$ cat src/verilog/timer_defs.svh
// Register map, reset values and counts of the reloadable timer
`ifndef TIMER_DEFS_SVH
`define TIMER_DEFS_SVH

`define TMR_CTRL_OFS     8'h00
`define TMR_COUNT_OFS    8'h04
`define TMR_RELOAD_OFS   8'h08
`define TMR_STATUS_OFS   8'h0C
`define TMR_CTRL_RST     8'h00
`define TMR_COUNT_RST    16'h0001
`define TMR_RELOAD_RST   16'h0000
`define TMR_RESTART      16'h0001
`define TMR_COUNT_MAX    16'hFFFF
`define TMR_PRE_MAX_EXP  3'h7

`endif

$ cat src/verilog/timer_pkg.sv
// Types shared by the reloadable timer
package timer_pkg;

  typedef enum logic [1:0] {
    MODE_ONESHOT = 2'h0,
    MODE_CONT    = 2'h1,
    MODE_COUNTER = 2'h2,
    MODE_RSVD    = 2'h3
  } mode_t;

  // Control register layout, bit 0 at the bottom
  typedef struct packed {
    logic       out_en;
    logic       timer_polarity;
    logic [2:0] prescale;
    mode_t      mode;
    logic       enable;
  } ctrl_t;

  // Bus data-phase record
  typedef struct packed {
    logic       wr;
    logic       rd;
    logic [7:0] addr;
  } bus_phase_t;

endpackage : timer_pkg

$ cat src/verilog/reloadable_timer_16bit.sv
// Reloadable 16-bit timer with AHB-Lite register slave
//
// Implementation choices: the AHB-Lite slave port and the register offsets.
`timescale 1ns/1ps
`include "timer_defs.svh"

module reloadable_timer_16bit
  import timer_pkg::*;
(
  input  wire logic        ref_clk_in,
  input  wire logic        resetn_in,
  input  wire logic        hsel_in,
  input  wire logic [31:0] haddr_in,
  input  wire logic [1:0]  htrans_in,
  input  wire logic        hwrite_in,
  input  wire logic [2:0]  hsize_in,
  input  wire logic [31:0] hwdata_in,
  input  wire logic        hready_in,
  output logic      [31:0] hrdata_out,
  output logic             hreadyout_out,
  output logic             hresp_out,
  input  wire logic        timer_in_pin_in,
  output logic             timer_out_pin_out,
  output logic             irq_out
);

  ctrl_t       ctrl_r;
  logic [15:0] count_r;
  logic [15:0] reload_r;
  logic        at_reload_r;
  logic [6:0]  pre_cnt_r;
  logic        tin_meta_r;
  logic        tin_sync_r;
  logic        tin_prev_r;
  logic        irq_r;
  logic        toggle_r;
  logic        pulse_r;
  logic        out_r;
  logic [31:0] hrdata_r;
  bus_phase_t  dp_r;
  bus_phase_t  dp_nxt;

  logic        addr_ok;
  logic        wr_ctrl;
  logic        wr_count;
  logic        wr_reload;
  logic        oneshot;
  logic        counter_mode;
  logic        pre_hit;
  logic        edge_hit;
  logic        tick;
  logic [15:0] cnt_nxt;
  logic        match;
  logic [31:0] rd_mux;

  function automatic logic [6:0] pre_limit(input logic [2:0] e);
    logic [7:0] d;
    d = (8'h01 << e) - 8'h01;
    return d[6:0];
  endfunction : pre_limit

  // Bus decode
  assign addr_ok   = hsel_in & htrans_in[1] & hready_in;
  assign wr_ctrl   = dp_r.wr & (dp_r.addr == `TMR_CTRL_OFS);
  assign wr_count  = dp_r.wr & (dp_r.addr == `TMR_COUNT_OFS);
  assign wr_reload = dp_r.wr & (dp_r.addr == `TMR_RELOAD_OFS);

  always_comb
  begin
    dp_nxt.wr   = addr_ok & hwrite_in;
    dp_nxt.rd   = addr_ok & ~hwrite_in;
    dp_nxt.addr = haddr_in[7:0];
  end

  always_ff @(posedge ref_clk_in or negedge resetn_in)
  begin
    if (!resetn_in)
      dp_r <= '0;
    else
      dp_r <= dp_nxt;
  end

  always_comb
  begin
    case (dp_r.addr)
      `TMR_CTRL_OFS:   rd_mux = {24'h000000, ctrl_r};
      `TMR_COUNT_OFS:  rd_mux = {16'h0000, count_r};
      `TMR_RELOAD_OFS: rd_mux = {16'h0000, reload_r};
      `TMR_STATUS_OFS: rd_mux = {28'h0000000, out_r, tin_sync_r, at_reload_r, ctrl_r.enable};
      default:         rd_mux = 32'h00000000;
    endcase
  end

  // Reads take one wait state so data comes from a flop
  always_ff @(posedge ref_clk_in or negedge resetn_in)
  begin
    if (!resetn_in)
      hrdata_r <= 32'h00000000;
    else if (dp_r.rd)
      hrdata_r <= rd_mux;
  end

  assign hrdata_out    = hrdata_r;
  assign hreadyout_out = ~dp_r.rd;
  assign hresp_out     = 1'b0;

  // Timer input synchroniser and edge detect
  always_ff @(posedge ref_clk_in or negedge resetn_in)
  begin
    if (!resetn_in)
    begin
      tin_meta_r <= 1'b0;
      tin_sync_r <= 1'b0;
      tin_prev_r <= 1'b0;
    end
    else
    begin
      tin_meta_r <= timer_in_pin_in;
      tin_sync_r <= tin_meta_r;
      tin_prev_r <= tin_sync_r;
    end
  end

  assign edge_hit = ctrl_r.timer_polarity ? (tin_sync_r & ~tin_prev_r)
                                          : (~tin_sync_r & tin_prev_r);

  assign oneshot      = (ctrl_r.mode == MODE_ONESHOT);
  assign counter_mode = (ctrl_r.mode == MODE_COUNTER);
  assign pre_hit      = (pre_cnt_r == pre_limit(ctrl_r.prescale));
  assign tick         = ctrl_r.enable & (counter_mode ? edge_hit : pre_hit);
  assign cnt_nxt      = at_reload_r ? `TMR_RESTART : count_r + 16'h0001;
  assign match        = tick & (cnt_nxt == reload_r);

  // Prescaler
  always_ff @(posedge ref_clk_in or negedge resetn_in)
  begin
    if (!resetn_in)
      pre_cnt_r <= 7'h00;
    else if (!ctrl_r.enable || counter_mode || pre_hit)
      pre_cnt_r <= 7'h00;
    else
      pre_cnt_r <= pre_cnt_r + 7'h01;
  end

  // Control register, one-shot clears its own enable
  always_ff @(posedge ref_clk_in or negedge resetn_in)
  begin
    if (!resetn_in)
      ctrl_r <= ctrl_t'(`TMR_CTRL_RST);
    else if (wr_ctrl)
      ctrl_r <= ctrl_t'(hwdata_in[7:0]);
    else if (match && oneshot)
      ctrl_r.enable <= 1'b0;
  end

  always_ff @(posedge ref_clk_in or negedge resetn_in)
  begin
    if (!resetn_in)
      reload_r <= `TMR_RELOAD_RST;
    else if (wr_reload)
      reload_r <= hwdata_in[15:0];
  end

  // Count: sits at reload one tick, then restarts at one; one-shot goes straight to one at the match
  always_ff @(posedge ref_clk_in or negedge resetn_in)
  begin
    if (!resetn_in)
    begin
      count_r     <= `TMR_COUNT_RST;
      at_reload_r <= 1'b0;
    end
    else if (wr_count)
    begin
      count_r     <= hwdata_in[15:0];
      at_reload_r <= 1'b0;
    end
    else if (tick)
    begin
      count_r     <= (match && oneshot) ? `TMR_RESTART : cnt_nxt;
      at_reload_r <= match & ~oneshot;
    end
  end

  always_ff @(posedge ref_clk_in or negedge resetn_in)
  begin
    if (!resetn_in)
      irq_r <= 1'b0;
    else
      irq_r <= match;
  end

  // Output: polarity, lasting toggle, one-shot pulse
  always_ff @(posedge ref_clk_in or negedge resetn_in)
  begin
    if (!resetn_in)
      toggle_r <= 1'b0;
    else if (wr_ctrl && !hwdata_in[0])
      toggle_r <= 1'b0;
    else if (match && !oneshot && ctrl_r.out_en)
      toggle_r <= ~toggle_r;
  end

  always_ff @(posedge ref_clk_in or negedge resetn_in)
  begin
    if (!resetn_in)
      pulse_r <= 1'b0;
    else
      pulse_r <= match & oneshot & ctrl_r.out_en;
  end

  always_ff @(posedge ref_clk_in or negedge resetn_in)
  begin
    if (!resetn_in)
      out_r <= 1'b0;
    else
      out_r <= ctrl_r.timer_polarity ^ toggle_r ^ pulse_r;
  end

  assign timer_out_pin_out = out_r;
  assign irq_out           = irq_r;
endmodule : reloadable_timer_16bit

$ cat config.mk
export PLATFORM = sky130hd
export DESIGN_NAME = reloadable_timer_16bit
export DESIGN_NICKNAME = d
export VERILOG_FILES = /design/src/verilog/timer_pkg.sv /design/src/verilog/reloadable_timer_16bit.sv
export VERILOG_INCLUDE_DIRS = /design/src /design/src/verilog
export SDC_FILE = /design/constraint.sdc
export NUM_CORES = 1
export LEC_CHECK = 0
export ABC_AREA = 1
export BUFFER_PORTS_ARGS = -buffer_cell sky130_fd_sc_hd__buf_2
export CAP_MARGIN = 40
export CORE_ASPECT_RATIO = 1.1
export CORE_UTILIZATION = 45
export CTS_BUF_LIST = sky130_fd_sc_hd__clkbuf_16
export CTS_CLUSTER_DIAMETER = 150
export DETAILED_ROUTE_END_ITERATION = 8
export PLACE_DENSITY_LB_ADDON = 0.08
export SLEW_MARGIN = 20
export SYNTH_ARGS = -nofsm -noshare
export SYNTH_HDL_FRONTEND = slang
export SYNTH_SLANG_ARGS = --single-unit
$ cat constraint.sdc
create_clock -name ref_clk_in -period 3.1 [get_ports ref_clk_in]
set_input_delay 0 -clock ref_clk_in [delete_from_list [all_inputs] [get_ports ref_clk_in]]
set_output_delay 0 -clock ref_clk_in [all_outputs]
set_load 0.005 [all_outputs]
==> impl_table.tex, run 1 <==
\begin{tabular}{lr}
\hline
Metric & Value \\
\hline
\multicolumn{2}{l}{\textbf{Layout}} \\
\quad Util after Layout & 55.7\% \\
\quad Highest-count cells in the layout ignoring fill and taps & sky130\_fd\_sc\_hd\_\_nand2\_1, sky130\_fd\_sc\_hd\_\_inv\_1, sky130\_fd\_sc\_hd\_\_dfrtp\_1 \\
\quad Most common library cell in the layout ignoring fill and taps & sky130\_fd\_sc\_hd\_\_nand2\_1 \\
\quad Area delta synth->final & 19.9\% \\
\quad Final antenna diode count & 0 \\
\quad Fin cells & about 820 \\
\quad Total Nets Final & 770 \\
\quad Share of post-route cells with drive strength above 1 & 12.9\% \\
\multicolumn{2}{l}{\textbf{Global route}} \\
\quad Largest net degree at the start of global routing & 56 \\
\quad Global-route congestion overflow total & 0 \\
\quad Initial antenna violation count & 0 \\
\quad Vias in the first global route & 4,024 \\
\quad GR Util All Layers & 23.9\% \\
\quad First-pass GRT wire length & between 15 and 20 mm \\
\multicolumn{2}{l}{\textbf{Pwr}} \\
\quad Total power after layout & 2.99 mW \\
\quad Cell leakage power & 3.11 nW \\
\quad Power density cells & 542 nW/um2 \\
\quad Worst vdd ir & around 0.00026 V \\
\multicolumn{2}{l}{\textbf{Clock tree}} \\
\quad Clock slew seen by the registers of the worst setup and hold paths & 0.06 ns \\
\quad \# H-tree levels & 3 \\
\quad Number of hold buffers added after cts & 30 \\
\quad CTS Buffer Depth & 2 \\
\quad TritonCTS clock tree & yes \\
\quad Number of buffers added by the clock tree synthesis step & 9 \\
\quad Worst-skew pair later-pin latency & between 0.3 and 0.4 ns \\
\quad Buffer cell driving the clock tree root & sky130\_fd\_sc\_hd\_\_clkbuf\_16 \\
\quad Number of instances resized during post-cts repair & 0 \\
\quad Post-CTS Repair Setup Buffers & 0 \\
\quad TritonCTS Sinks & 81 \\
\multicolumn{2}{l}{\textbf{Worst setup path}} \\
\quad Worst flop-to-flop path startpoint & count\_r[0] \\
\quad Required time of the critical path & around 3.3 ns \\
\quad Maximum fanout encountered on the critical timing path & 15 \\
\quad Kind of start point of the critical path & register \\
\quad Worst path cell trace & ha\_1 -> nand2\_1 -> nor2\_2 -> nand3\_1 -> nand3\_1 -> nand2\_1 -> nand2\_1 -> nand3\_1 -> nor2\_1 -> nand2\_1 -> nor2\_4 -> nand2\_4 -> nand2\_4 -> o21bai\_1 \\
\quad Data arrival time of the critical path & roughly 2.9 ns \\
\quad Critical path origin & count\_r[0] \\
\quad Critical path endpoint category & register \\
\quad Longest individual stage delay on the worst path & 0.60 ns \\
\quad Worst Setup Path Type & reg -> reg \\
\quad Slowest cell on crit path & sky130\_fd\_sc\_hd\_\_dfstp\_2 \\
\quad Most frequent cell on the critical path & sky130\_fd\_sc\_hd\_\_nand2\_1 \\
\multicolumn{2}{l}{\textbf{Logic synthesis}} \\
\quad Dominant combinational cell family by area after synthesis & simple AND/OR/NAND/NOR gates \\
\quad Post-synthesis share of cell area spent on full adders, half adders and majority gates & 0.545\% \\
\quad Summed instance area of the synthesized netlist & 4590 um2 \\
\quad Complex-gate fraction of the synthesized area & 12.5\% \\
\quad Xor/xnor share of the synthesized area & less than 1\% \\
\quad Synth warnings & 0 \\
\quad Mapped Cells & 614 \\
\quad Proportion of synthesized chip area in sequential cells & between 40\% and 50\% \\
\quad Post-Synth Simple-Gate Area & just under 30\% \\
\quad Portion of netlist area occupied by mux cells & 0\% \\
\quad Avg Cell Area, Syn & 7.48 um2 \\
\quad Post-synthesis sequential element count & 81 \\
\quad Count of unique library cells instantiated by Yosys & 37 \\
\multicolumn{2}{l}{\textbf{Placement}} \\
\quad Cell count after placement & 772 \\
\quad Final Wtd Congestion & 0.853 \\
\quad Hpwl dp & 8.58 mm \\
\quad Placement-stage worst setup slack & 0.462 ns \\
\quad Total of buffers placed on input and output ports & slightly below 50 \\
\multicolumn{2}{l}{\textbf{Timing}} \\
\quad Maximum clock frequency & 374 MHz \\
\quad Number of endpoints with negative hold slack in the final report & 0 \\
\quad Clock period minus final worst setup slack & 2.67 ns \\
\quad Final number of setup-violating endpoints & 0 \\
\quad Share of the clock period used by the worst path after layout & 86.2\% \\
\quad Tightest Pin Transition & 0.619 ns \\
\quad Post-route setup TNS & 0 ns \\
\quad Fin. max-slew vios & 0 \\
\quad Largest clock skew in the final design & 0.00714 ns \\
\quad Worst max-slew margin expressed relative to the limit & 58.3\% \\
\quad Unrepaired setup endpoints after global routing & false \\
\quad Min setup slack post-route & 0.427 ns \\
\multicolumn{2}{l}{\textbf{Route}} \\
\quad Number of nets still failing antenna checks after routing & 0 \\
\quad First-pass iteration count of the detailed router & 7 \\
\quad First DRT Iteration DRCs & 178 \\
\quad Number of vias per cell after detailed routing & 5.16 \\
\quad Number of remaining DRC errors & 0 \\
\quad Via count & 4,222 \\
\quad Final routed wirelength across all metal layers & 12.2 mm \\
\quad Routed WL per cell & 14.9 um \\
\multicolumn{2}{l}{\textbf{Floorplan}} \\
\quad Starting utilization of the core area & 46.5\% \\
\quad Die Y-Extent & 108 um \\
\quad Total I/O pin count & $\sim$110 \\
\quad Horizontal die dimension & 98.3 um \\
\quad FP Rows & 38 \\
\quad Core Footprint & 9890 um2 \\
\quad Full die area & 10,600 um2 \\
\multicolumn{2}{l}{\textbf{Status}} \\
\quad Outcome & complete, no violations \\
\multicolumn{2}{l}{\textbf{Flow run}} \\
\quad Number of maximum-capacitance violations & 0 \\
\multicolumn{2}{l}{\textbf{Worst hold path}} \\
\quad Min-delay worst type & in -> async \\
\hline
\end{tabular}
==> cells by family after synthesis <==
family	count (synthesis)
compound gates	92
xor+xnor	5
fa+ha+maj	2
buf+inv	128
flops	81
other cells	1
simple gates	305
==> stage by stage <==
stage	hold slack, ns	cell area [um2]
after floorplan	-0.296	4650
after global placement	0.108	4860
after detailed placement	-0.0520	4890
after CTS	0.128	5510
after global routing	0.168	5510
final	0.127	5510
==> routing by layer <==
| layer | global-route usage [%] | wire length (um) | vias up |
|---|---|---|---|
| met5 | 0 | 0 | - |
| met4 | 10.7 | 312 | 0 |
| met3 | 3.81 | 373 | 22 |
| met2 | 43.2 | 6180 | 98 |
| met1 | 28.2 | 5300 | 1979 |
| li1 | - | - | 2123 |
==> where the power goes <==
part	switching, mW	leakage [nW]	total, mW	internal, mW
Sequential	0.0610	0.910	1.18	1.12
Combinational	0.407	2.04	0.649	0.242
Clock	0.453	0.155	1.16	0.706
==> critical path, delay by kind of cell, from the launching register on <==
kind                     cells  cell delay (ns)
adder cells (fa/ha/maj)      1             0.22
AO/OA/AOI/OAI                1             0.09
AND/OR/NAND/NOR             12             1.63
flip-flops                   1             0.60
==> synthesized netlist by cell type, drive strengths merged <==
| library cell | n | area (um2) |
|---|---|---|
| nand2 | 166 | 651 |
| inv | 94 | 353 |
| dfrtp | 80 | 2000 |
| nor2 | 61 | 249 |
| nand3 | 49 | 250 |
| o21ai | 37 | 193 |
| o22ai | 32 | 200 |
| buf | 25 | 195 |
| nand4 | 20 | 125 |
| o21bai | 16 | 139 |
| clkbuf | 9 | 37.5 |
| a21oi | 4 | 20.0 |
| nor4 | 4 | 25.0 |
| xor2 | 4 | 35.0 |
| a221oi | 2 | 17.5 |
| ha | 2 | 25.0 |
| nor3 | 2 | 10.0 |
| nor3b | 2 | 15.0 |
| a31oi | 1 | 6.26 |
| conb | 1 | 3.75 |
| dfstp | 1 | 26.3 |
| nand3b | 1 | 7.51 |
| xnor2 | 1 | 8.76 |
==> state kept, by name (all words and copies together), names as in the netlist, 7 cells and up <==
signal,flops
count_r,16
pre_cnt_r,7
hrdata_out,16
dp_r,10
reload_r,16
ctrl_r,8
==> final timing paths <==
path                       slack (ns)            to  cells after the start
max                              0.43   count_r[15]                     14
min                              0.13  reload_r[10]                      2
max reg2reg                      0.43   count_r[15]                     14
min reg2reg                      0.35    tin_sync_r                      0
max in group asynchronous        2.31    count_r[0]                      3
min in group ref_clk_in          0.30       dp_r[3]                      2
==> final cells by class <==
type,instances,area (um2)
Tap cell,120,150
Clock inverter,7,92.6
Clock buffer,9,225
Timing Repair Buffer,86,621
Fill cell,958,4380
Multi-Input combinational cell,421,2040
Inverter,94,353
Sequential cell,81,2030
Note: power is estimated with default switching activity, not from simulation.
==> inputs of run 2 (changes only) <==
--- a/config.mk
+++ b/config.mk
@@ -10,11 +10,11 @@
 export BUFFER_PORTS_ARGS = -buffer_cell sky130_fd_sc_hd__buf_2
 export CAP_MARGIN = 40
 export CORE_ASPECT_RATIO = 1.1
-export CORE_UTILIZATION = 45
+export CORE_UTILIZATION = 50
 export CTS_BUF_LIST = sky130_fd_sc_hd__clkbuf_16
 export CTS_CLUSTER_DIAMETER = 150
 export DETAILED_ROUTE_END_ITERATION = 8
-export PLACE_DENSITY_LB_ADDON = 0.08
+export PLACE_DENSITY = 0.75
 export SLEW_MARGIN = 20
 export SYNTH_ARGS = -nofsm -noshare
 export SYNTH_HDL_FRONTEND = slang
==> impl_table.tex, run 2 (synthesized netlist as in run 1, its figures left out) <==
\begin{tabular}{lr}
\hline
Metric & Value \\
\hline
\multicolumn{2}{l}{\textbf{Global route}} \\
\quad Initial antenna violation count & 0 \\
\quad GR Util All Layers & 26.9\% \\
\quad Vias in the first global route & approximately 4,300 \\
\quad Largest net degree at the start of global routing & 60 \\
\quad First-pass GRT wire length & 19.7 mm \\
\quad Global-route congestion overflow total & 0 \\
\multicolumn{2}{l}{\textbf{Worst setup path}} \\
\quad Reg2Reg Setup Slack & 0.42 ns \\
\quad Required time of the critical path & between 3 and 4 ns \\
\quad Most frequent cell on the critical path & sky130\_fd\_sc\_hd\_\_nand2\_1 \\
\quad Worst Setup Path Type & reg -> reg \\
\quad Slowest cell on crit path & sky130\_fd\_sc\_hd\_\_dfstp\_2 \\
\quad Critical path endpoint category & register \\
\quad Kind of start point of the critical path & register \\
\quad Longest individual stage delay on the worst path & 0.60 ns \\
\quad Maximum fanout encountered on the critical timing path & 15 \\
\quad Data arrival time of the critical path & 2.90 ns \\
\quad Worst path cell trace & ha\_1 -> nand2\_1 -> nor2\_2 -> nand3\_1 -> nand3\_1 -> nand2\_1 -> nand2\_1 -> nand3\_1 -> nor2\_1 -> nand2\_1 -> nor2\_4 -> nand2\_4 -> nand2\_4 -> o21bai\_1 \\
\multicolumn{2}{l}{\textbf{Clock tree}} \\
\quad Clock slew seen by the registers of the worst setup and hold paths & approximately 0.06 ns \\
\quad Worst-skew pair later-pin latency & 0.34 ns \\
\quad Buffer cell driving the clock tree root & sky130\_fd\_sc\_hd\_\_clkbuf\_16 \\
\quad TritonCTS Sinks & 81 \\
\quad Post-CTS Repair Setup Buffers & 0 \\
\quad Number of buffers added by the clock tree synthesis step & 9 \\
\quad TritonCTS clock tree & yes \\
\quad \# H-tree levels & 3 \\
\quad CTS Buffer Depth & 2 \\
\multicolumn{2}{l}{\textbf{Placement}} \\
\quad Cell count after placement & approximately 770 \\
\quad Hpwl dp & 8.51 mm \\
\quad Final Wtd Congestion & 0.896 \\
\quad Total of buffers placed on input and output ports & 49 \\
\multicolumn{2}{l}{\textbf{Route}} \\
\quad Number of remaining DRC errors & 0 \\
\quad First-pass iteration count of the detailed router & 5 \\
\quad Via count & 4,313 \\
\quad Number of nets still failing antenna checks after routing & 0 \\
\quad Met2 wire length & approximately 6 mm \\
\quad Detailed-routing wirelength on met1 & roughly 5.0 mm \\
\quad First DRT Iteration DRCs & 224 \\
\quad Detailed-routed wire length on met3 & 716 um \\
\quad Highest signal layer in the routed design & met4 \\
\quad Final routed wirelength across all metal layers & $\sim$12 mm \\
\quad Number of vias per cell after detailed routing & 5.32 \\
\quad Routed WL per cell & 14.8 um \\
\multicolumn{2}{l}{\textbf{Timing}} \\
\quad Tightest Pin Transition & 0.673 ns \\
\quad Final number of setup-violating endpoints & 0 \\
\quad Maximum clock frequency & 374 MHz \\
\quad Fin. max-slew vios & 0 \\
\quad Unrepaired setup endpoints after global routing & false \\
\quad Largest clock skew in the final design & between 0.008 and 0.009 ns \\
\quad Post-route setup TNS & 0 ns \\
\quad Worst max-slew margin expressed relative to the limit & 55.1\% \\
\quad Clock period minus final worst setup slack & 2.68 ns \\
\quad Share of the clock period used by the worst path after layout & 86.4\% \\
\quad Number of endpoints with negative hold slack in the final report & 0 \\
\multicolumn{2}{l}{\textbf{Layout}} \\
\quad Most common library cell in the layout ignoring fill and taps & sky130\_fd\_sc\_hd\_\_nand2\_1 \\
\quad Fin cells & between 800 and 900 \\
\quad Highest-count cells in the layout ignoring fill and taps & sky130\_fd\_sc\_hd\_\_nand2\_1, sky130\_fd\_sc\_hd\_\_inv\_1, sky130\_fd\_sc\_hd\_\_dfrtp\_1 \\
\quad Final antenna diode count & 0 \\
\quad Register area & 2030 um2 \\
\quad Area occupied by multi-input gates & 2040 um2 \\
\quad Area delta synth->final & 19.0\% \\
\quad Filler Cell Count & 773 \\
\quad Total Nets Final & 769 \\
\quad Share of post-route cells with drive strength above 1 & 12.8\% \\
\multicolumn{2}{l}{\textbf{Floorplan}} \\
\quad Core Footprint & 8870 um2 \\
\quad Starting utilization of the core area & around 52\% \\
\quad Horizontal die dimension & 93.4 um \\
\quad Die Y-Extent & between 100 and 150 um \\
\quad Total I/O pin count & 111 \\
\quad FP Rows & 36 \\
\quad Full die area & about 9600 um2 \\
\multicolumn{2}{l}{\textbf{Status}} \\
\quad Outcome & complete, no violations \\
\multicolumn{2}{l}{\textbf{Pwr}} \\
\quad Power density cells & 527 nW/um2 \\
\quad Cell leakage power & 3.08 nW \\
\quad Worst vdd ir & 0.000345 V \\
\quad Total power after layout & 2.88 mW \\
\multicolumn{2}{l}{\textbf{Worst hold path}} \\
\quad Min-delay worst type & in -> reg \\
\multicolumn{2}{l}{\textbf{Flow run}} \\
\quad Number of maximum-capacitance violations & 0 \\
\hline
\end{tabular}
run 2: cell types whose count changed in the layout (fill, tap and decap cells not counted):
cell                            before  now
sky130_fd_sc_hd__clkinv_1            1    3
sky130_fd_sc_hd__inv_6               2    0
sky130_fd_sc_hd__buf_4               7    6
sky130_fd_sc_hd__buf_8               0    1
sky130_fd_sc_hd__bufinv_16           2    1
sky130_fd_sc_hd__clkinv_2            0    1
sky130_fd_sc_hd__clkinvlp_4          1    2
sky130_fd_sc_hd__dlygate4sd3_1      30   29
sky130_fd_sc_hd__inv_1              93   92
run 2: metal layers:
metal,GRT usage (%),vias to the layer above
li1,-,2108
met1,32.6,1992
met2,46.2,182
met3,5.16,31
met4,13.4,0
met5,0,-
run 2: metrics by stage:
| step | area [um2] | hold WS (ns) | setup slack [ns] | utilization, % |
|---|---|---|---|---|
| 3_5_place_dp | 4890 | -0.0725 | 0.496 | 55.1 |
| 5_1_grt | 5470 | 0.0191 | 0.249 | 61.6 |
| 2_1_floorplan | 4650 | -0.296 | 0.891 | - |
| 4_1_cts | 5470 | 0.00185 | 0.484 | 61.6 |
| 6_report | 5470 | 0.00648 | 0.423 | 61.6 |
| 3_3_place_gp | 4850 | 0.108 | 0.584 | 54.7 |
run 2: critical path: cells and delay by family, from the launching register on:
kind / cells / cell delay [ns]
DFF: 1 / 0.60
and+or+nand+nor: 12 / 1.63
adders and majority gates: 1 / 0.23
AOI/OAI and AO/OA: 1 / 0.11
run 2: power breakdown:
part	total, mW	leakage (nW)	switching, mW	internal, mW
logic	0.660	2.04	0.419	0.241
clock network	1.04	0.134	0.429	0.614
registers	1.18	0.910	0.0622	1.12
run 2: layout make-up:
| class | instances | area share (%) |
|---|---|---|
| clock inverters | 7 | 1.12 |
| well taps | 114 | 2.61 |
| repair buffers | 85 | 11.3 |
| flip-flops and latches | 81 | 37.1 |
| inverters | 94 | 6.45 |
| clock buffers | 9 | 4.12 |
| multi-input cells | 421 | 37.3 |
run 2: final timing paths:
check                             start             end  cells after the start
setup / recovery             count_r[0]      count_r[9]                     14
hold / removal             hwdata_in[4]       ctrl_r[4]                      3
setup reg to reg             count_r[0]      count_r[9]                     14
hold reg to reg              tin_meta_r      tin_sync_r                      0
max in group asynchronous     resetn_in      count_r[0]                      3
min in group asynchronous     resetn_in  hrdata_out[12]                      2
run 2: repair_timing:
action                    CTS  global route
hold buffers               29             0
hold endpoints to repair  113             0
gates resized for setup     0             0
